===== config.mk =====
export PLATFORM = sky130hd
export DESIGN_NAME = drs_debug_run_status
export DESIGN_NICKNAME = d
export VERILOG_FILES = /design/src/design/drs_debug_run_status.v
export VERILOG_INCLUDE_DIRS = /design/src /design/src/design
export SDC_FILE = /design/constraint.sdc
export NUM_CORES = 1
export LEC_CHECK = 0
export BUFFER_PORTS_ARGS = -buffer_cell sky130_fd_sc_hd__buf_2
export CAP_MARGIN = 20
export CORE_ASPECT_RATIO = 1.75
export CORE_MARGIN = 8
export CORE_UTILIZATION = 40
export CTS_BUF_LIST = sky130_fd_sc_hd__clkbuf_8
export DETAILED_ROUTE_END_ITERATION = 12
export HOLD_SLACK_MARGIN = 0.05
export PLACE_DENSITY_LB_ADDON = 0.15
export SLEW_MARGIN = 20
export SYNTH_ARGS = -nofsm -noshare
export SYNTH_HDL_FRONTEND = slang
export SYNTH_SLANG_ARGS = --single-unit
export TNS_END_PERCENT = 20

===== constraint.sdc =====
create_clock -name clock -period 1.5 [get_ports clock]
set_input_delay 0.3 -clock clock [delete_from_list [all_inputs] [get_ports clock]]
set_output_delay 0.3 -clock clock [all_outputs]
set_load 0.05 [all_outputs]

===== src/design/drs_map.vh =====
// Purpose: constants for the debug run status block
// Assumes: 32-bit apb data, byte addresses, one word per register
// Notes:   control register offset and layout are local choices
`ifndef DRS_MAP_VH
`define DRS_MAP_VH
`define DRS_AW            8
`define DRS_OFF_CTRL      8'h00
`define DRS_OFF_STATUS    8'h04
// control register fields
`define DRS_CTL_EN_BIT    7
`define DRS_CTL_ARM_BIT   6
`define DRS_CTL_END_BIT   5
`define DRS_CTL_EVT_BIT   4
`define DRS_CTL_RESET     8'h00
// status register fields
`define DRS_ST_AHIT_BIT   7
`define DRS_ST_BHIT_BIT   6
`define DRS_ST_ARM_BIT    5
`define DRS_ST_CNT_MSB    3
`define DRS_ST_ZERO_BIT   4
`define DRS_RDATA_RESET   32'h0000_0000
`define DRS_CNT_W         4
`define DRS_CNT_MAX       4'h8
`define DRS_CNT_RESET     4'h0
`endif

===== src/design/drs_debug_run_status.v =====
// Purpose: debug run status and arm control behind an apb slave
// Assumes: comparator, trigger and fifo logic sit outside this block
// Notes:   zero-wait apb; read data captured in the setup cycle
`timescale 1ns/1ps
`default_nettype none
`include "drs_map.vh"

// How it works
// the status register ignores every write.
// bit 7 clears at run start and sets on a comparator A hit while armed.
// bit 6 clears at run start and sets on a comparator B hit while armed.
// bit 5 shows the arm control bit while the module is enabled.
// writing arm while enabled starts a run; hardware clears arm at run end.
// a run ends on fifo full in begin trace or on a trigger in end trace.
// writing 0 to arm or enable ends the run at once and clears arm.
// bits 3:0 clear at run start and hold the fifo word count at run end.
// the captured count does not move while the host drains the fifo.
// the host keeps its own count of fifo words left to read.
// begin/end select picks begin or circular end trace; event-only is begin.
// bit 4 of the status register reads as 0.
module drs_debug_run_status (
    input  wire                 clock,
    input  wire                 arst_n,
    input  wire                 psel,
    input  wire                 penable,
    input  wire                 pwrite,
    input  wire [`DRS_AW-1:0]   paddr,
    input  wire [31:0]          pwdata,
    output wire                 pready,
    output wire                 pslverr,
    output reg  [31:0]          prdata,
    input  wire                 comp_a_hit,
    input  wire                 comp_b_hit,
    input  wire                 trigger_evt,
    input  wire                 fifo_full,
    input  wire [`DRS_CNT_W-1:0] fifo_words,
    output wire                 fifo_capture,
    output wire                 run_start,
    output wire                 run_armed
);

    // control state
    reg                   enable_d;
    reg                   enable_q;
    reg                   arm_d;
    reg                   arm_q;
    reg                   end_sel_d;
    reg                   end_sel_q;
    reg                   evt_only_d;
    reg                   evt_only_q;

    // run state
    reg                   trig_seen_d;
    reg                   trig_seen_q;
    reg [`DRS_CNT_W-1:0]  cnt_d;
    reg [`DRS_CNT_W-1:0]  cnt_q;
    reg [31:0]            rdata_d;
    wire                  a_hit_q;
    wire                  b_hit_q;

    // apb decode
    wire                  setup;
    wire                  access;
    wire                  hit_ctl;
    wire                  hit_st;
    wire                  mapped;
    wire                  ctl_wr;
    wire                  rd_setup;
    wire                  new_en;
    wire                  new_arm;
    wire                  new_end;
    wire                  new_evt;

    // run control
    wire                  end_trace;
    wire                  armed;
    wire                  manual_end;
    wire                  auto_end;
    wire                  run_end;
    wire [`DRS_CNT_W-1:0] cnt_sat;
    wire [7:0]            ctl_image;
    wire [7:0]            st_image;

    assign setup    = psel & ~penable;
    assign access   = psel & penable;
    assign hit_ctl  = (paddr == `DRS_OFF_CTRL);
    assign hit_st   = (paddr == `DRS_OFF_STATUS);
    assign mapped   = hit_ctl | hit_st;
    // only the control word is writable; status writes decode to nothing
    assign ctl_wr   = access & pwrite & hit_ctl;
    assign rd_setup = setup & ~pwrite;
    assign new_en   = pwdata[`DRS_CTL_EN_BIT];
    assign new_arm  = pwdata[`DRS_CTL_ARM_BIT];
    assign new_end  = pwdata[`DRS_CTL_END_BIT];
    assign new_evt  = pwdata[`DRS_CTL_EVT_BIT];

    // end trace only outside event-only modes
    assign end_trace  = end_sel_q & ~evt_only_q;
    assign armed      = arm_q & enable_q;

    // a start needs an idle block, so start and end never coincide
    assign run_start  = ctl_wr & new_en & new_arm & ~armed;
    assign manual_end = ctl_wr & armed & (~new_en | ~new_arm);
    assign auto_end   = armed & (end_trace ? trigger_evt
                                           : fifo_full);
    assign run_end    = manual_end | auto_end;

    // saturate: the fifo holds at most eight words
    assign cnt_sat    = (fifo_words > `DRS_CNT_MAX) ? `DRS_CNT_MAX
                                                    : fifo_words;

    assign pready       = 1'b1;
    assign pslverr      = access & ~mapped;
    assign run_armed    = armed;
    // begin trace waits for the trigger, end trace fills circularly
    assign fifo_capture = armed & (end_trace | trig_seen_q
                                   | trigger_evt);

    assign ctl_image = {enable_q, arm_q, end_sel_q, evt_only_q, 4'h0};
    assign st_image  = {a_hit_q, b_hit_q, armed,
                        1'b0, cnt_q};

    // match flags share one cell; clear at start beats a same-cycle hit
    drs_hit_flag drs_hit_flag_a (
        .clock  (clock),
        .arst_n (arst_n),
        .clear  (run_start),
        .armed  (armed),
        .hit    (comp_a_hit),
        .flag_q (a_hit_q)
    );

    drs_hit_flag drs_hit_flag_b (
        .clock  (clock),
        .arst_n (arst_n),
        .clear  (run_start),
        .armed  (armed),
        .hit    (comp_b_hit),
        .flag_q (b_hit_q)
    );

    always @* begin
        enable_d    = enable_q;
        arm_d       = arm_q;
        end_sel_d   = end_sel_q;
        evt_only_d  = evt_only_q;
        trig_seen_d = trig_seen_q;
        cnt_d       = cnt_q;
        if (ctl_wr) begin
            enable_d   = new_en;
            arm_d      = new_en & new_arm;
            end_sel_d  = new_end;
            evt_only_d = new_evt;
        end
        if (run_start) begin
            trig_seen_d = 1'b0;
            cnt_d       = `DRS_CNT_RESET;
        end else begin
            if (armed & trigger_evt)
                trig_seen_d = 1'b1;
            // end beats a same-cycle rewrite of arm
            if (run_end) begin
                arm_d = 1'b0;
                cnt_d = cnt_sat;
            end
        end
        // count frozen otherwise, readout never touches it
    end

    always @(posedge clock or negedge arst_n) begin
        if (!arst_n) begin
            enable_q   <= 1'b0;
            arm_q      <= 1'b0;
            end_sel_q  <= 1'b0;
            evt_only_q <= 1'b0;
        end else begin
            enable_q   <= enable_d;
            arm_q      <= arm_d;
            end_sel_q  <= end_sel_d;
            evt_only_q <= evt_only_d;
        end
    end

    always @(posedge clock or negedge arst_n) begin
        if (!arst_n) begin
            trig_seen_q <= 1'b0;
            cnt_q       <= `DRS_CNT_RESET;
        end else begin
            trig_seen_q <= trig_seen_d;
            cnt_q       <= cnt_d;
        end
    end

    // read data registered in the setup cycle, so zero wait states
    always @* begin
        rdata_d = prdata;
        if (rd_setup) begin
            if (hit_ctl)
                rdata_d = {24'h00_0000, ctl_image};
            else if (hit_st)
                rdata_d = {24'h00_0000, st_image};
            else
                rdata_d = 32'h0000_0000;
        end
    end

    always @(posedge clock or negedge arst_n) begin
        if (!arst_n)
            prdata <= `DRS_RDATA_RESET;
        else
            prdata <= rdata_d;
    end

endmodule // drs_debug_run_status

// one match flag: cleared by a run start, set by a hit while armed
module drs_hit_flag (
    input  wire clock,
    input  wire arst_n,
    input  wire clear,
    input  wire armed,
    input  wire hit,
    output reg  flag_q
);

    reg flag_d;

    always @* begin
        flag_d = flag_q;
        if (clear)
            flag_d = 1'b0;
        else if (armed & hit)
            flag_d = 1'b1;
    end

    always @(posedge clock or negedge arst_n) begin
        if (!arst_n)
            flag_q <= 1'b0;
        else
            flag_q <= flag_d;
    end

endmodule // drs_hit_flag
`default_nettype wire


==> results.py <==
metrics = {
    "setup_path": {
        "critPathKind": "in -> out",
        "timing.rr.end": "cnt_q[3]",
        "path_cells": "buf_6 -> nor4_4 -> nand2_2 -> nor4_4 -> buf_6",
        "cp.arrival_ns": 1.34,
        "critPathRequiredTime_ns": 1.20,
        "crit_path_end_kind": "primary output",
        "r2r_slack_ns": 0.12,
        "cpMaxStageDelayCell": "nor4_4",
        "crit_family": "simple AND/OR/NAND/NOR gates",
        "cp_num_buf_inv": 2,
        "worst-path-max-fanout": 2,
        "worst_path_largest_cell_delay_ns": 0.34,
        "reg2reg_from": "evt_only_q",
        "start_kind": "input pin",
        "reg2reg_depth": 4,
    },
    "placement": {
        "dp_hpwl_um": 2380,
        "placed_area_mm2": 0.00135,
        "gp_congestion": 0.839,
        "portBuffers": 36,
    },
    "sta": {
        "slew_viol_final": 0,
        "setup_violations": 1,
        "hold_viol_final": 0,
        "max_freq_ghz": 0.610,
        "worst_hold_slack_ns": 0.268,
        "fin_skew_ns": 0.00121,
        "setup_slack_ns": -0.139,
        "finalCritPeriodShare": 1.09,
        "min_period_ns": 1.64,
        "rsz0062_at_grt": "true",
    },
    "floorplanning": {
        "start_util": 0.422,
        "die_area_mm2": 0.00486,
        "die_y_um": 86.5,
        "boundaryPins": 90,
        "core_area_mm2": 0.00269,
        "rows": 25,
        "die_w_um": 56.3,
    },
    "finish": {
        "finalCoreUtilization": 0.548,
        "multi_input_area_um2": 566,
        "regArea_um2": 475,
        "mostFrequentLayoutCell": "buf_2",
        "fin_area_mm2": 0.00148,
        "final_cell_mix": "buf_2 (30), conb_1 (25), nand2_1 (20)",
        "n_fill_cell": 252,
        "drive_above_1_share": 0.407,
        "antennaDiodeCount": 0,
        "area_delta_synth_final_pct": 30.0,
        "layout.nets": 226,
    },
    "clocking": {
        "cts.sinks": 19,
        "cts_max_path_buffers": 2,
        "htree_levels": 1,
        "cts_buffers": 3,
        "cts.clk_slew.worst_paths_ns": 0.07,
        "clockRootBuffer": "clkbuf_8",
        "cts_tree": "done",
        "insertion_delay_ns": 0.25,
    },
    "yosys": {
        "synth_area_mm2": 0.00113,
        "synth-seq-cells": 19,
        "synth.distinct_cells": 27,
        "yosysWarnings": 0,
        "ys_seq_area_frac": 0.419,
        "postSynthAreaPerCell_um2": 9.46,
        "syn_inst": 120,
    },
    "power_and_ir_drop": {
        "ir_worst_vdd_uv": 426,
        "power_per_cell_area_mw_per_mm2": 764,
        "leakagePower_nw": 0.773,
    },
    "run": {
        "drv_cap": 0,
    },
    "status": {
        "violations": "negative setup slack",
        "status": "complete, but fails checks",
    },
    "global_route": {
        "grt_pass1_wl_um": 4710,
        "antenna_found_initial": 0,
        "grt_pass1_vias": 1006,
        "grt.overflow.total": 0,
        "grt_use_total": 0.119,
        "grt_max_degree": 20,
    },
    "min_path": {
        "hold_end": "drs_hit_flag_a.flag_q",
        "min_path_cells": 2,
        "min_path_type": "in -> reg",
        "hp-start": "comp_a_hit",
    },
    "routing": {
        "viasPerCell": 4.59,
        "wirelength_um": 2880,
        "wire_per_inst_um": 14.5,
        "drt-initial-drc-count": 24,
        "via_count": 913,
        "ant_nets": 0,
        "dr.pass1.iters": 4,
        "drc_errors": 0,
    },
}
-- report_power, final --
part           internal (mW)  switching, mW  leakage, nW
sequential             0.518        0.00402        0.263
combinational         0.0534          0.200        0.484
clock                  0.182          0.169       0.0269
total                  0.754          0.373        0.773
-- registers in the layout, summed over array words and instances (netlist names) --
signal	flops
drs_hit_flag_a.flag_q	1
arm_q	1
drs_hit_flag_b.flag_q	1
prdata	8
enable_q	1
end_sel_q	1
cnt_q	4
evt_only_q	1
trig_seen_q	1
-- worst max path at each step --
stage,from,end,slack [ns],depth (start not counted)
finish,paddr[4],run_start,-0.14,5
global route,paddr[4],run_start,-0.21,5
CTS,paddr[4],run_start,-0.17,5
detailed placement,paddr[1],cnt_q[3],-0.17,6
global placement,paddr[1],run_start,-0.13,5
floorplan,paddr[1],run_start,-0.15,3
-- cells by family (layout without fill, tap and decap cells) --
kind of cell,Yosys count,count (layout),synth area share
AOI/OAI and AO/OA,19,19,0.104
buffers and inverters,30,59,0.190
DFF,19,19,0.419
muxes,11,11,0.100
other,2,25,0.00662
and+or+nand+nor,39,39,0.181
-- area by class of cell --
cell class	count	area share
inverter	2	0.00509
clock inverter	1	0.00254
timing repair buffer	53	0.236
clock buffer	3	0.0280
sequential	19	0.322
multi-input combinational	94	0.383
tap	27	0.0229
-- worst register-to-register path, delay by kind of cell (launching register included) --
| family | cells | cell delay [ns] |
|---|---|---|
| AND/OR/NAND/NOR | 1 | 0.16 |
| multiplexers | 2 | 0.41 |
| flip-flops | 1 | 0.41 |
| AO/OA/AOI/OAI | 1 | 0.32 |
-- repair_timing --
item                                    4_1_cts  5_1_grt
hold buffers                                  1        0
endpoints found under the setup margin        3        6
setup buffers                                 3        0
endpoints found under the hold margin        19        0
gates resized for setup                       7        7
cloned                                        0        0
pin swaps                                     3        1
-- routing by layer --
metal / routed length [um] / share of wire / vias to the layer above / global-route usage
met5: 0 / 0 / - / 0
met3: 252 / 0.087 / 6 / 0.0454
met2: 1600 / 0.55 / 37 / 0.218
li1: - / - / 455 / -
met1: 971 / 0.34 / 415 / 0.109
met4: 63 / 0.022 / 0 / 0.0593
-- metrics by stage --
step	TNS, ns	setup WS (ns)	total power [mW]	std cells
global route	-0.265	-0.210	1.18	199
floorplan	-0.358	-0.155	0.758	143
global placement	-0.896	-0.125	0.769	191
detailed placement	-1.19	-0.171	0.772	191
finish	-0.139	-0.139	1.13	199
CTS	-0.166	-0.166	1.13	199
-- cells in the mapped netlist, drive strengths merged --
cell type / number / area [um^2]
or2: 2 / 12.5
a22o: 2 / 17.5
a21oi: 4 / 20.0
nand3b: 2 / 15.0
nand2b: 1 / 6.26
buf: 27 / 204
mux2i: 8 / 80.1
nand3: 3 / 20.0
dfrtp: 19 / 475
nor4: 2 / 27.5
inv: 2 / 7.51
nor2: 4 / 15.0
o31ai: 3 / 22.5
clkbuf: 1 / 3.75
o22ai: 1 / 12.5
and4b: 1 / 10.0
mux2: 3 / 33.8
and2: 1 / 6.26
conb: 2 / 7.51
o21ai: 9 / 45.0
nand2: 22 / 82.6
nor3: 1 / 10.0
Note: power is estimated with default switching activity, not from simulation.
